`config.mk`:
```
export PLATFORM = sky130hd
export DESIGN_NAME = alzl_core
export DESIGN_NICKNAME = d
export VERILOG_FILES = /design/src/logic/alzl_pkg.sv /design/src/logic/alzl_core.sv /design/src/logic/alzl_target_mem.sv
export VERILOG_INCLUDE_DIRS = /design/src /design/src/logic
export SDC_FILE = /design/constraint.sdc
export NUM_CORES = 1
export LEC_CHECK = 0
export ABC_CLOCK_PERIOD_IN_PS = 32000
export BUFFER_PORTS_ARGS = -buffer_cell sky130_fd_sc_hd__buf_2
export CORE_ASPECT_RATIO = 2
export CORE_MARGIN = 2
export CORE_UTILIZATION = 55
export CTS_BUF_LIST = sky130_fd_sc_hd__clkbuf_8
export DETAILED_ROUTE_END_ITERATION = 7
export GPL_TIMING_DRIVEN = 0
export PLACE_DENSITY = 0.81
export SLEW_MARGIN = 20
export SYNTH_ARGS = -nofsm -noshare
export SYNTH_HDL_FRONTEND = slang
export SYNTH_SLANG_ARGS = --single-unit
export TNS_END_PERCENT = 100
```
`constraint.sdc`:
```
create_clock -name core_clk -period 32 [get_ports core_clk]
set_input_delay 3.2 -clock core_clk [delete_from_list [all_inputs] [get_ports core_clk]]
set_output_delay 3.2 -clock core_clk [all_outputs]
set_load 0.05 [all_outputs]
```
`src/logic/alzl_regs.svh`:
```
// register offsets, field positions and timing counts of the light zone logic
`ifndef ALZL_REGS_SVH
`define ALZL_REGS_SVH

// ----------------------------------------------------------------
// register offsets
// ----------------------------------------------------------------
`define ALZL_OFS_CFG        8'h30
`define ALZL_OFS_RES_SEL    8'h31
`define ALZL_OFS_PWM_ZONE   8'h32
`define ALZL_OFS_SET_ASSIGN 8'h33
`define ALZL_OFS_RAW        8'h37
`define ALZL_OFS_AVG        8'h38
`define ALZL_OFS_ZONE       8'h39
`define ALZL_OFS_HI_BASE    8'h40
`define ALZL_OFS_LO_BASE    8'h44
`define ALZL_OFS_TGT_BASE   8'h50
`define ALZL_TGT_ENTRIES    8'h0f

// ----------------------------------------------------------------
// field positions and reset values
// ----------------------------------------------------------------
`define ALZL_CFG_EN_BIT     0
`define ALZL_CFG_PWM_BIT    1
`define ALZL_CFG_AVG_LSB    3
`define ALZL_CFG_AVG_MSB    5
`define ALZL_CFG_RESET      8'h00
`define ALZL_RES_RESET      7'h00
`define ALZL_RES_HIZ        7'h00
`define ALZL_ASSIGN_RESET   8'h00
`define ALZL_ZONE_COUNT     5
`define ALZL_TOP_ZONE       3'h4

// ----------------------------------------------------------------
// timing
// ----------------------------------------------------------------
`define ALZL_CLK_NS         100
`define ALZL_SAMPLE_NS      140000
`define ALZL_SAMPLE_CYC     (`ALZL_SAMPLE_NS / `ALZL_CLK_NS)
`define ALZL_FAST_SHIFT     4'h3
`define ALZL_RUN_SHIFT_BASE 4'h4
`define ALZL_FAST_PERIODS   2'h3

`endif

```
`src/logic/alzl_pkg.sv`:
```
// types shared by the light zone logic
package alzl_pkg;

  typedef enum logic [1:0] {ST_OFF, ST_FAST, ST_RUN} alzl_state_t;

  typedef logic [3:0][7:0] alzl_bound_t;

  typedef struct packed {
    logic       enable;
    logic       pwm_mode;
    logic [2:0] avg_sel;
  } alzl_cfg_t;

  typedef struct packed {
    logic [7:0] raw;
    logic [7:0] avg;
    logic [2:0] zone;
  } alzl_result_t;

endpackage : alzl_pkg

```
`src/logic/alzl_core.sv`:
```
// ambient light sampling, averaging, zone hysteresis and zone target selection
//
// How it works
// - five zones split by four upper and four lower threshold registers.
// - each threshold is 8 bits, full code equals 2V, 7.843mV per step.
// - rising level moves up past a boundary only above that boundary's upper value.
// - falling level moves down only below that boundary's lower value.
// - three per-zone target sets; set one to bank 1, two/three to B-F.
// - each target is an 8-bit fraction of bank full-scale current.
// - per-zone enable lets the PWM duty scale that zone's target.
// - config bit 1 picks analog (0) or PWM (1) sensor mode.
// - analog mode offers 128 resistor settings, one of them high impedance.
// - converter gives 8-bit code, 0xFF meaning 2V.
// - PWM mode forces resistor to high impedance regardless of select.
// - converter runs only while enabled, sampling continuously at 7.142ksps.
// - raw sample register at 0x37 refreshes every 140us while enabled.
// - average is mean of period samples, period from config bits 5:3.
// - average register at 0x38 updates once per averaging period.
// - each period end latches the zone of the averaged level.
// - zone starts at zone 0 when sensing starts.
// - startup uses a fast 1.1ms averaging period.
// - fast startup lasts three fast periods, then programmed period applies.
`timescale 1ns/10ps
`default_nettype none
`include "alzl_regs.svh"

module alzl_core
  import alzl_pkg::*;
(
  input  wire logic       core_clk,
  input  wire logic       nrst,
  input  wire logic [7:0] reg_addr,
  input  wire logic [7:0] reg_wdata,
  input  wire logic       reg_we,
  input  wire logic       reg_re,
  output logic      [7:0] reg_rdata,
  input  wire logic [7:0] conv_code,
  output logic            conv_run,
  output logic            sample_stb,
  output logic      [6:0] gain_res_sel,
  output logic            pwm_sense_mode,
  output logic      [2:0] zone,
  output logic            zone_stb,
  output logic            zone_pwm_scale,
  output logic      [7:0] target_set_one,
  output logic      [7:0] target_set_two,
  output logic      [7:0] target_set_three,
  output logic      [2:0] set_two_bank,
  output logic      [2:0] set_three_bank
);

  // ----------------------------------------------------------------
  // helpers
  // ----------------------------------------------------------------
  function automatic logic in_range(input logic [7:0] a, input logic [7:0] base,
                                    input logic [7:0] len);
    return (a >= base) && (a < base + len);
  endfunction : in_range

  function automatic logic [2:0] zone_next(input logic [2:0]  prev,
                                           input logic [7:0]  lvl,
                                           input alzl_bound_t hi,
                                           input alzl_bound_t lo);
    logic [2:0] z;
    z = prev;
    for (int i = 0; i < 4; i++)
    begin
      if (z < `ALZL_TOP_ZONE && lvl > hi[z[1:0]])
        z = z + 3'h1;
    end
    if (z == prev)
    begin
      for (int i = 0; i < 4; i++)
      begin
        if (z > 3'h0 && lvl < lo[2'(z - 3'h1)])
          z = z - 3'h1;
      end
    end
    return z;
  endfunction : zone_next

  // ----------------------------------------------------------------
  // converter input synchroniser
  // ----------------------------------------------------------------
  logic [7:0] code_m_q, code_s_q;

  always_ff @(posedge core_clk or negedge nrst)
  begin
    if (!nrst)
    begin
      code_m_q <= 8'h00;
      code_s_q <= 8'h00;
    end
    else
    begin
      code_m_q <= conv_code;
      code_s_q <= code_m_q;
    end
  end

  // ----------------------------------------------------------------
  // register file
  // ----------------------------------------------------------------
  alzl_cfg_t    cfg_q, cfg_d;
  logic [6:0]   res_q, res_d;
  logic [4:0]   pwmz_q, pwmz_d;
  logic [7:0]   asg_q, asg_d;
  alzl_bound_t  hi_q, hi_d, lo_q, lo_d;
  logic [7:0]   rdata_d;
  logic         tgt_we;
  logic [3:0]   tgt_waddr;
  alzl_result_t res_out_q, res_out_d;

  always_comb
  begin
    cfg_d     = cfg_q;
    res_d     = res_q;
    pwmz_d    = pwmz_q;
    asg_d     = asg_q;
    hi_d      = hi_q;
    lo_d      = lo_q;
    tgt_we    = reg_we && in_range(reg_addr, `ALZL_OFS_TGT_BASE, `ALZL_TGT_ENTRIES);
    tgt_waddr = 4'(reg_addr - `ALZL_OFS_TGT_BASE);
    if (reg_we)
    begin
      unique case (reg_addr)
        `ALZL_OFS_CFG:
        begin
          cfg_d.enable   = reg_wdata[`ALZL_CFG_EN_BIT];
          cfg_d.pwm_mode = reg_wdata[`ALZL_CFG_PWM_BIT];
          cfg_d.avg_sel  = reg_wdata[`ALZL_CFG_AVG_MSB:`ALZL_CFG_AVG_LSB];
        end
        `ALZL_OFS_RES_SEL:    res_d  = reg_wdata[6:0];
        `ALZL_OFS_PWM_ZONE:   pwmz_d = reg_wdata[4:0];
        `ALZL_OFS_SET_ASSIGN: asg_d  = reg_wdata;
        default:;
      endcase
      for (int i = 0; i < 4; i++)
      begin
        if (reg_addr == `ALZL_OFS_HI_BASE + 8'(i))
          hi_d[i] = reg_wdata;
        if (reg_addr == `ALZL_OFS_LO_BASE + 8'(i))
          lo_d[i] = reg_wdata;
      end
    end
    rdata_d = 8'h00;
    if (reg_re)
    begin
      unique case (reg_addr)
        `ALZL_OFS_CFG:        rdata_d = {2'h0, cfg_q.avg_sel, 1'b0, cfg_q.pwm_mode,
                                         cfg_q.enable};
        `ALZL_OFS_RES_SEL:    rdata_d = {1'b0, res_q};
        `ALZL_OFS_PWM_ZONE:   rdata_d = {3'h0, pwmz_q};
        `ALZL_OFS_SET_ASSIGN: rdata_d = asg_q;
        `ALZL_OFS_RAW:        rdata_d = res_out_q.raw;
        `ALZL_OFS_AVG:        rdata_d = res_out_q.avg;
        `ALZL_OFS_ZONE:       rdata_d = {5'h00, res_out_q.zone};
        default:
        begin
          for (int i = 0; i < 4; i++)
          begin
            if (reg_addr == `ALZL_OFS_HI_BASE + 8'(i))
              rdata_d = hi_q[i];
            if (reg_addr == `ALZL_OFS_LO_BASE + 8'(i))
              rdata_d = lo_q[i];
          end
        end
      endcase
    end
  end

  always_ff @(posedge core_clk or negedge nrst)
  begin
    if (!nrst)
    begin
      cfg_q     <= alzl_cfg_t'(5'h00);
      res_q     <= `ALZL_RES_RESET;
      pwmz_q    <= 5'h00;
      asg_q     <= `ALZL_ASSIGN_RESET;
      hi_q      <= '0;
      lo_q      <= '0;
      reg_rdata <= 8'h00;
    end
    else
    begin
      cfg_q     <= cfg_d;
      res_q     <= res_d;
      pwmz_q    <= pwmz_d;
      asg_q     <= asg_d;
      hi_q      <= hi_d;
      lo_q      <= lo_d;
      reg_rdata <= rdata_d;
    end
  end

  // ----------------------------------------------------------------
  // sampling, averaging and zone tracking
  // ----------------------------------------------------------------
  alzl_state_t st_q, st_d;
  logic [10:0] tick_q, tick_d;
  logic [11:0] scnt_q, scnt_d;
  logic [18:0] sum_q, sum_d;
  logic [1:0]  fast_q, fast_d;
  logic        tick, pend, zstb_d;
  logic [3:0]  shift;
  logic [18:0] sum_all;
  logic [7:0]  avg_val;

  assign tick    = (st_q != ST_OFF) && (tick_q == 11'(`ALZL_SAMPLE_CYC - 1));
  assign shift   = (st_q == ST_FAST) ? `ALZL_FAST_SHIFT
                 : `ALZL_RUN_SHIFT_BASE + {1'b0, cfg_q.avg_sel};
  assign pend    = tick && (scnt_q == 12'((12'h001 << shift) - 12'h001));
  assign sum_all = sum_q + {11'h000, code_s_q};
  assign avg_val = 8'(sum_all >> shift);

  always_comb
  begin
    st_d      = st_q;
    tick_d    = tick_q;
    scnt_d    = scnt_q;
    sum_d     = sum_q;
    fast_d    = fast_q;
    res_out_d = res_out_q;
    zstb_d    = 1'b0;
    unique case (st_q)
      ST_OFF:
      begin
        tick_d = 11'h000;
        scnt_d = 12'h000;
        sum_d  = 19'h00000;
        fast_d = 2'h0;
        if (cfg_q.enable)
        begin
          st_d           = ST_FAST;
          res_out_d.zone = 3'h0;
        end
      end
      ST_FAST, ST_RUN:
      begin
        tick_d = tick ? 11'h000 : tick_q + 11'h001;
        if (tick)
        begin
          res_out_d.raw = code_s_q;
          scnt_d        = scnt_q + 12'h001;
          sum_d         = sum_all;
        end
        if (pend)
        begin
          scnt_d         = 12'h000;
          sum_d          = 19'h00000;
          res_out_d.avg  = avg_val;
          res_out_d.zone = zone_next(res_out_q.zone, avg_val, hi_q, lo_q);
          zstb_d         = 1'b1;
          if (st_q == ST_FAST)
          begin
            fast_d = fast_q + 2'h1;
            if (fast_q == `ALZL_FAST_PERIODS - 2'h1)
              st_d = ST_RUN;
          end
        end
        if (!cfg_q.enable)
          st_d = ST_OFF;
      end
    endcase
  end

  always_ff @(posedge core_clk or negedge nrst)
  begin
    if (!nrst)
    begin
      st_q      <= ST_OFF;
      tick_q    <= 11'h000;
      scnt_q    <= 12'h000;
      sum_q     <= 19'h00000;
      fast_q    <= 2'h0;
      res_out_q <= '0;
      zone_stb  <= 1'b0;
    end
    else
    begin
      st_q      <= st_d;
      tick_q    <= tick_d;
      scnt_q    <= scnt_d;
      sum_q     <= sum_d;
      fast_q    <= fast_d;
      res_out_q <= res_out_d;
      zone_stb  <= zstb_d;
    end
  end

  // ----------------------------------------------------------------
  // zone target readout, one set per cycle
  // ----------------------------------------------------------------
  logic [1:0] rset_q, rset_d, rset_dly_q;
  logic [7:0] tgt_rd;
  logic [7:0] t1_d, t2_d, t3_d;

  alzl_target_mem u_tgt (
    .core_clk (core_clk),
    .nrst     (nrst),
    .wr_en    (tgt_we),
    .wr_addr  (tgt_waddr),
    .wr_data  (reg_wdata),
    .rd_addr  (4'(rset_q * 3'h5 + res_out_q.zone)),
    .rd_data  (tgt_rd)
  );

  always_comb
  begin
    rset_d = (rset_q == 2'h2) ? 2'h0 : rset_q + 2'h1;
    t1_d   = (rset_dly_q == 2'h0) ? tgt_rd : target_set_one;
    t2_d   = (rset_dly_q == 2'h1) ? tgt_rd : target_set_two;
    t3_d   = (rset_dly_q == 2'h2) ? tgt_rd : target_set_three;
  end

  always_ff @(posedge core_clk or negedge nrst)
  begin
    if (!nrst)
    begin
      rset_q           <= 2'h0;
      rset_dly_q       <= 2'h0;
      target_set_one   <= 8'h00;
      target_set_two   <= 8'h00;
      target_set_three <= 8'h00;
    end
    else
    begin
      rset_q           <= rset_d;
      rset_dly_q       <= rset_q;
      target_set_one   <= t1_d;
      target_set_two   <= t2_d;
      target_set_three <= t3_d;
    end
  end

  // ----------------------------------------------------------------
  // outputs
  // ----------------------------------------------------------------
  assign conv_run       = (st_q != ST_OFF);
  assign sample_stb     = tick;
  assign pwm_sense_mode = cfg_q.pwm_mode;
  assign gain_res_sel   = cfg_q.pwm_mode ? `ALZL_RES_HIZ : res_q;
  assign zone           = res_out_q.zone;
  assign zone_pwm_scale = pwmz_q[res_out_q.zone < 3'h5 ? res_out_q.zone : 3'h0];
  assign set_two_bank   = asg_q[2:0];
  assign set_three_bank = asg_q[6:4];
endmodule : alzl_core

`default_nettype wire

```
`src/logic/alzl_target_mem.sv`:
```
// zone target store: three sets of five 8-bit targets, registered read
`timescale 1ns/10ps
`default_nettype none

module alzl_target_mem
  import alzl_pkg::*;
(
  input  wire logic       core_clk,
  input  wire logic       nrst,
  input  wire logic       wr_en,
  input  wire logic [3:0] wr_addr,
  input  wire logic [7:0] wr_data,
  input  wire logic [3:0] rd_addr,
  output logic      [7:0] rd_data
);

  logic [7:0] mem_q [0:14];
  logic [7:0] rd_data_d;

  always_comb
  begin
    rd_data_d = (rd_addr < 4'hf) ? mem_q[rd_addr] : 8'h00;
  end

  always_ff @(posedge core_clk)
  begin
    if (wr_en && wr_addr < 4'hf)
    begin
      mem_q[wr_addr] <= wr_data;
    end
  end

  always_ff @(posedge core_clk or negedge nrst)
  begin
    if (!nrst)
    begin
      rd_data <= 8'h00;
    end
    else
    begin
      rd_data <= rd_data_d;
    end
  end

endmodule : alzl_target_mem

`default_nettype wire

```
==> impl_metrics.yaml, run 1 <==
grt:
  antenna_found_initial: 2
  grt_pass1_wl_mm: 95.5
  grt.met1_usage_pct: 30.3
  grt_pass1_vias: 16700
  grt_max_degree: 98
  overflow: 0
  top_usage_layer: "met2"
  grtUsageMet3_pct: 5.92
  grtUsageTotal_pct: 32.8
  use_met2_pct: 60.5
sta:
  finalMaxSlewViolations: 0
  setup_viol_count_final: 0
  final_hold_viol_count: 0
  skew_ps: 32.2
  max_freq_mhz: 37.6
  final.setup.tns_ps: 0
  worst_pin_slew_ps: 1140
  timing.hold.ws_ps: 347
  slew_headroom_pct: 23.1
  period_share_pct: 83.0
  finalCriticalPeriod_ps: 26570
  rsz0062_at_grt: "false"
floorplan:
  coreArea_um2: 36400
  dieArea_um2: 38500
  die_w_um: 140
  ios: 81
  core.rowCount: 99
  start_util_pct: 55.7
  fp.dieH_um: 276
clock_tree:
  cts-root-buf: "clkbuf_8"
  post_cts_buffers: 0
  htree_num_levels: 2
  clkTransAtPathRegs_ps: 60
  clk_latency_ps: 630
  cts_made_buffers: 47
  cts_sinks: 335
  clockBufferDepth: 3
  hold_buffers: 0
  postCtsResizedCells: 0
  cts_tree: "yes"
critical_path:
  critPathKind: "flip-flop to flip-flop"
  slowest_delay_ps: 830
  crit_slowest_cell: "nor2_1"
  required_ps: 32540
  critPathMaxFanout: 10
  worstSetupEndpointType: "flip-flop"
  cp_common_cell: "ha_1"
  crit_arrival_ps: 27110
  cp-start-kind: "flip-flop"
route:
  drt-total-wl_mm: 62.8
  antenna_left: 0
  via_per_inst: 6.65
  wire_per_inst_um: 25.8
  dr.pass1.iters: 8
  vias: 16200
  route.detailed.drc: 0
  dr.first_iter.drc_count: 1242
logic_synthesis:
  synth_edf_count: 120
  syn-cell-area_um2: 20300
  avgSynthCellArea_um2: 11.2
  yosys_warnings: 0
  synth.distinct_cells: 113
  synth_cells: 1813
  ys_seq_elements: 335
  async_flop_share_pct: 64.2
  ys_seq_area_share_pct: 44.3
  synthFlopType: "dfrtp_1"
placed_design:
  post-dp-hpwl_mm: 47.6
  io_buffers: 77
  dpl_cell_area_um2: 21400
  place.gp.congestion: 1.05
outcome:
  status: "finished, final reports clean"
cells_and_area:
  ff_latch_area_um2: 8980
  area_growth_pct: 10.5
  final_area_um2: 22400
  drive_gt1_share_pct: 22.8
  fin_nets: 2059
  nFillCells: 2873
  multi_input_area_um2: 10600
  fin_util_pct: 61.5
worst_hold_path:
  hold_class: "flip-flop to flip-flop"
flow_run:
  drv_cap: 0
worst paths after layout:
kind / startpoint / end / slack (ps) / cells after the start
worst max-delay path: code_s_q[0] / zone[1] / 5430 / 103
worst min-delay path: code_m_q[1] / code_s_q[1] / 350 / 0
worst max register to register: code_s_q[0] / zone[1] / 5430 / 103
worst min register to register: code_m_q[1] / code_s_q[1] / 350 / 0
max in group asynchronous: nrst / scnt_q[10] / 28350 / 3
min in group asynchronous: nrst / target_set_one[3] / 2440 / 1
metal layers:
| layer | vias up | wire length [um] |
|---|---|---|
| met2 | 861 | 32800 |
| met5 | - | 0 |
| met1 | 7872 | 19100 |
| met4 | 0 | 6810 |
| met3 | 374 | 4110 |
| li1 | 7098 | - |
metrics by stage:
stage / setup slack [ps] / instances
4_1_cts: 5700 / 2436
2_1_floorplan: 9800 / 1814
6_report: 5430 / 2438
3_5_place_dp: 5760 / 2352
5_1_grt: 3740 / 2437
3_3_place_gp: 5280 / 2345
flip-flops by register name, indices dropped and copies added (netlist names), 3 cells and up:
register / cells
res_q: 7
tick_q: 11
scnt_q: 12
cfg_q: 4
zone: 3
u_tgt.rd_data: 8
target_set_three: 8
code_m_q: 8
reg_rdata: 8
u_tgt.mem_q: 120
target_set_one: 8
pwmz_q: 5
sum_q: 19
res_out_q: 16
lo_q: 32
target_set_two: 8
code_s_q: 8
hi_q: 32
asg_q: 8
kinds of logic (layout without fill, tap and decap cells):
logic type / count (synthesis) / count (layout) / synth area share (%)
AOI/OAI and AO/OA: 377 / 377 / 13.4
xor gates and xnor gates: 63 / 63 / 3.04
adders and majority gates: 85 / 85 / 5.31
buffers and inverters: 180 / 348 / 3.71
DFF: 335 / 335 / 44.3
muxes: 246 / 246 / 17.6
other: 1 / 4 / 0.0185
and+or+nand+nor: 526 / 526 / 12.6
Yosys cell counts (11+ instances only):
master	count	area, um^2
dfrtp_1	215	5380
nand2_1	175	657
mux2_2	132	1490
edfxtp_1	120	3600
nor2_1	113	424
ha_1	82	1030
inv_1	80	300
o21ai_0	76	380
mux4_2	74	1670
a21oi_1	69	345
clkbuf_1	61	229
nand3_1	55	275
xnor2_1	39	342
mux2i_1	38	380
a22oi_1	34	255
nor3_1	34	170
nor2b_1	31	194
nand2b_1	22	138
xor2_1	20	175
nand4_1	17	106
a31oi_1	16	100
buf_1	13	48.8
o2111ai_1	13	114
or3_1	13	81.3
a211oi_1	12	90.1
o211ai_1	12	90.1
a221oi_1	11	96.3
and3_1	11	68.8
cells in the final DEF (no fill, tap or decap), drive strengths merged, types with 11 or more instances in the layout:
cell	n
mux4	74
o21ai	87
a31oi	17
o2111ai	13
clkinv	12
mux2i	38
a22oi	34
nor2b	31
buf	117
dfrtp	215
a21oi	72
nand3	55
o211ai	15
clkbuf	115
nand2b	22
a221oi	12
mux2	134
or3	13
a211oi	16
nor2	115
edfxtp	120
xor2	20
ha	82
nor3	36
nand4	19
nand2	175
xnor2	43
inv	100
and3	11
nor4	13
critical path, delay by kind of cell (launching register included):
| family | cells | cell delay, ps |
|---|---|---|
| AO/OA/AOI/OAI | 29 | 6540 |
| XOR/XNOR | 4 | 1070 |
| adder cells (fa/ha/maj) | 13 | 3930 |
| buffers and inverters | 22 | 5220 |
| flip-flops | 1 | 380 |
| multiplexers | 9 | 3830 |
| AND/OR/NAND/NOR | 26 | 5410 |
final cells by class:
type                            instances  share of cell area [%]
Inverter                               86                    1.47
Multi-Input combinational cell       1299                    47.2
Timing Repair Buffer                   84                    2.26
Antenna cell                            2                  0.0223
Tap cell                              454                    2.54
Clock inverter                         30                    1.20
Clock buffer                           54                    3.32
Buffer                                 94                    1.88
Sequential cell                       335                    40.1
Power of run 1 is left out: the tool's default activity adds up to more than one toggle a clock period on the data nets, which glitch-free logic cannot reach.
==> run 2, diff against run 1 <==
ABC_AREA = 1   (was unset)
ABC_CLOCK_PERIOD_IN_PS = 22500   (was 32000)
PLACE_DENSITY = 0.84   (was 0.81)
clock period = 22.5 ns   (was 32 ns; I/O delays follow)
==> impl_metrics.yaml, run 2 <==
outcome:
  status: "finished, final reports clean"
critical_path:
  reg2reg_slack_ps: 1360
  r2r_end: "zone[2]"
  critPathTopFamily: "simple AND/OR/NAND/NOR gates"
  worstSetupEndpointType: "flip-flop"
  reg2reg_depth: 118
  critPathMaxFanout: 11
  cp-start-kind: "flip-flop"
  critPathKind: "flip-flop to flip-flop"
  crit_slowest_cell: "ha_1"
  path_buf_inv: 23
  r2r-start: "code_s_q[0]"
  cp_common_cell: "nand2_1"
  required_ps: 23000
  slowest_delay_ps: 530
  crit_arrival_ps: 21640
route:
  vias: 18700
  antenna_left: 0
  dr.pass1.iters: 8
  wire_per_inst_um: 23.4
  via_per_inst: 6.12
  drt-total-wl_mm: 71.5
  route.detailed.drc: 0
  dr.first_iter.drc_count: 1619
cells_and_area:
  largest_register_ff_count: 120
  drive_gt1_share_pct: 11.3
  layout_commonest_cell: "nand2_1"
  area_growth_pct: 10.4
  fin_nets: 2677
  largest-register: "u_tgt.mem_q"
  layout_common_cells: "nand2_1 (526), inv_1 (277), o21ai_0 (257)"
  antenna_cells: 0
  reg.largest.list: "u_tgt.mem_q: 120 flops, hi_q: 32 flops, lo_q: 32 flops"
sta:
  worst_pin_slew_ps: 1220
  final_hold_viol_count: 0
  rsz0062_at_grt: "false"
  setup_viol_count_final: 0
  skew_ps: 38.9
  final.setup.tns_ps: 0
  finalCriticalPeriod_ps: 21140
  period_share_pct: 94.0
  max_freq_mhz: 47.3
  slew_headroom_pct: 17.7
  finalMaxSlewViolations: 0
floorplan:
  coreArea_um2: 35600
  fp.dieH_um: 272
  die_w_um: 138
  dieArea_um2: 37600
  ios: 81
  core.rowCount: 98
  start_util_pct: 55.6
logic_synthesis:
  ys_seq_area_share_pct: 45.4
  synth_cells: 2431
  synthTopCellsByArea: "dfrtp_1 (27%), edfxtp_1 (18%), nand2_1 (10%)"
  synth_common_cells: "nand2_1 (526), inv_1 (264), o21ai_0 (257)"
  synth_top_area_share_pct: 27.2
  synth_top_cell_by_area: "dfrtp_1"
  synth_edf_count: 120
  syn-cell-area_um2: 19800
  avgSynthCellArea_um2: 8.14
  yosysMostFrequentCell: "nand2_1"
  ys_seq_elements: 335
  yosys_warnings: 0
  synth.distinct_cells: 67
  async_flop_share_pct: 64.2
  synthFlopType: "dfrtp_1"
clock_tree:
  post_cts_buffers: 0
  cts_made_buffers: 46
  clkTransAtPathRegs_ps: 70
  cts_sinks: 335
  hold_buffers: 0
  htree_num_levels: 2
  cts_tree: "yes"
  cts-root-buf: "clkbuf_8"
  clockBufferDepth: 3
  clk_latency_ps: 650
worst_hold_path:
  worstHoldEndpoint: "code_s_q[3]"
  min_from: "code_m_q[3]"
  hold_depth: 0
  hold_class: "flip-flop to flip-flop"
grt:
  grt_pass1_vias: 19000
  grt_max_degree: 93
  antenna_found_initial: 1
  grtUsageTotal_pct: 37.6
  grt_pass1_wl_mm: 107
  overflow: 0
placed_design:
  io_buffers: 80
  post-dp-hpwl_mm: 55.2
  place.gp.congestion: 1.11
flow_run:
  drv_cap: 0
[run 2: changes by cell type in the layout (fill, tap and decap cells not counted), sizes merged, moves of 114 or more]
cell / change
mux2: -124
a21oi: +123
nand2: +398
nand3: +114
o21ai: +176
inv: +190
[run 2: per-stage QoR]
stage / utilization (%) / hold slack (ps) / std cells / cell area, um^2 / setup slack (ps)
floorplan: - / 331 / 2432 / 19800 / 6150
global placement: 58.4 / 333 / 2962 / 20800 / 1030
detailed placement: 58.7 / 335 / 2967 / 20900 / 1250
CTS: 61.4 / 350 / 3052 / 21800 / 1190
global route: 61.4 / 351 / 3052 / 21800 / 56.8
finish: 61.4 / 345 / 3052 / 21800 / 1360
[run 2: routing by layer]
layer	track usage, %	routed length [um]	vias to the layer above
met2	70.0	37100	996
met5	0	13	-
met3	7.19	4770	448
met1	31.8	20700	8693
met4	38.6	8980	2
li1	-	-	8525
[run 2: worst reg2reg max path: cells and delay by family, from the launching register on]
kind            cells  cell delay, ps
buf+inv            23            5350
simple gates       60            6310
fa+ha+maj          14            4790
flops               1             360
compound gates     21            4180
[run 2: what timing repair did]
item / 4_1_cts / 5_1_grt
endpoints found under the setup margin: 0 / 3
endpoints found under the hold margin: 0 / 0
gates resized for setup: 0 / 4
[run 2: how the worst max path moves through the flow]
stage | to | from | cells after the start
after detailed placement | zone[2] | sum_q[0] | 116
after CTS | zone[2] | code_s_q[0] | 116
after floorplan | zone[2] | code_s_q[0] | 117
final | zone[2] | code_s_q[0] | 118
after global routing | zone[2] | code_s_q[0] | 116
after global placement | zone[2] | code_s_q[0] | 117
[run 2: layout make-up]
class                   count  area (um^2)
plain buffers              93          403
flip-flops and latches    335         8980
multi-input cells        1725         9380
clock buffers              54          743
inverters                 279         1050
fillers                  3143        13700
well taps                 450          563
repair buffers             85          499
clock inverters            31          221
[run 2: cells by family after synthesis]
| logic type | share of synthesized area [%] |
|---|---|
| XOR/XNOR | 1.37 |
| AND/OR/NAND/NOR | 22.8 |
| flip-flops | 45.4 |
| multiplexers | 0.620 |
| adder cells (fa/ha/maj) | 5.39 |
| AO/OA/AOI/OAI | 17.0 |
| other | 0.0190 |
| buffers and inverters | 7.33 |
Power of run 2 is left out for the same reason.
==> run 3, diff against run 2 <==
REMOVE_ABC_BUFFERS = 1   (was unset)
==> impl_metrics.yaml, run 3 (synthesis results as in run 2) <==
sta:
  worst_pin_slew_ps: 1160
  period_share_pct: 93.8
  rsz0062_at_grt: "false"
  finalCriticalPeriod_ps: 21100
  finalMaxSlewViolations: 0
  max_freq_mhz: 47.4
  setup_viol_count_final: 0
  final_hold_viol_count: 0
  final.setup.tns_ps: 0
  skew_ps: 20.0
  slew_headroom_pct: 22.3
grt:
  overflow: 0
  antenna_found_initial: 4
  grt_pass1_wl_mm: 102
  top_usage_layer: "met2"
  use_met2_pct: 66.3
  grt.met1_usage_pct: 30.4
  grt_max_degree: 91
  grtUsageTotal_pct: 35.6
  grt_pass1_vias: 18200
  grtUsageMet3_pct: 6.63
critical_path:
  cp-start-kind: "flip-flop"
  crit_arrival_ps: 21610
  path_buf_inv: 15
  crit_start: "st_q[1]"
  required_ps: 23010
  critPathKind: "flip-flop to flip-flop"
  cp_common_cell: "nand2_1"
  worstSetupEndpointType: "flip-flop"
  r2r-start: "st_q[1]"
  slowest_delay_ps: 710
  critPathMaxFanout: 28
  critPathTopFamily: "simple AND/OR/NAND/NOR gates"
  crit_slowest_cell: "o21ai_1"
placed_design:
  post-dp-hpwl_mm: 50.5
  dp_cells: 2874
  dpl_cell_area_um2: 20500
  io_buffers: 80
  place.gp.congestion: 1.03
route:
  drt-total-wl_mm: 67.4
  antenna_left: 0
  via_per_inst: 6.11
  wire_per_inst_um: 22.8
  dr.first_iter.drc_count: 1706
  vias: 18100
  route.detailed.drc: 3
  dr.pass1.iters: 8
cells_and_area:
  drive_gt1_share_pct: 11.2
  final-instance-count-excl-fill: 2961
  area_growth_pct: 8.52
  layout_common_cells: "nand2_1 (524), inv_1 (276), o21ai_0 (254)"
  largest-register: "u_tgt.mem_q"
  layout_commonest_cell: "nand2_1"
  final_area_um2: 21500
  fin_util_pct: 60.4
  reg.largest.list: "u_tgt.mem_q: 120 flops, hi_q: 32 flops, lo_q: 32 flops"
  nFillCells: 3130
  largest_register_ff_count: 120
  fin_nets: 2585
worst_hold_path:
  min_from: "code_m_q[4]"
  hold_class: "flip-flop to flip-flop"
clock_tree:
  cts-root-buf: "clkbuf_8"
  cts_sinks: 335
  post_cts_buffers: 0
  cts_tree: "yes"
  clockBufferDepth: 3
  clkTransAtPathRegs_ps: 70
  clk_latency_ps: 630
  htree_num_levels: 2
  cts_made_buffers: 46
floorplan:
  coreArea_um2: 35600
  fp.dieH_um: 272
  die_w_um: 138
  ios: 81
  dieArea_um2: 37600
  start_util_pct: 55.6
  core.rowCount: 98
flow_run:
  drv_cap: 0
outcome:
  status: "complete, but fails checks"
  violations: "design-rule violations"
[run 3: through the flow]
stage	hold WS [ps]	setup slack [ps]
detailed placement	336	1410
finish	350	1400
global route	358	228
global placement	335	1280
CTS	351	1370
floorplan	331	7040
[run 3: routing by layer]
metal / wire length (um) / up-vias / part of all wire, %
met5: 13 / - / 0.019
met4: 8110 / 2 / 12
met3: 4100 / 385 / 6.1
met2: 35300 / 937 / 52
met1: 19900 / 8439 / 29
li1: - / 8336 / -
[run 3: final timing paths]
path / to / slack, ps / depth (start not counted)
worst min-delay path: code_s_q[4] / 350 / 0
min in group asynchronous: target_set_one[2] / 1500 / 1
worst max-delay path: zone[2] / 1400 / 104
worst min register to register: code_s_q[4] / 350 / 0
max in group asynchronous: hi_q[20] / 19760 / 3
worst max register to register: zone[2] / 1400 / 104
[run 3: layout make-up]
class / instances / area (um^2) / share of cell area (%)
clock buffer: 51 / 702 / 3.27
antenna: 4 / 10.0 / 0.0466
multi-input combinational: 1725 / 9400 / 43.8
clock inverter: 31 / 239 / 1.11
sequential: 335 / 8980 / 41.8
timing repair buffer: 86 / 520 / 2.42
tap: 450 / 563 / 2.62
inverter: 279 / 1050 / 4.90
[run 3: what timing repair did]
action                     4_1_cts  5_1_grt
hold buffers                     0        0
setup endpoints to repair        0        3
gates resized for setup          0        3
[run 3: worst reg2reg max path, delay by kind of cell (launching register included)]
kind | cells | cell delay (ps)
AO/OA/AOI/OAI | 23 | 5270
buffers and inverters | 15 | 2970
AND/OR/NAND/NOR | 53 | 7280
flip-flops | 1 | 380
adder cells (fa/ha/maj) | 13 | 5060
Power of run 3 is left out for the same reason.
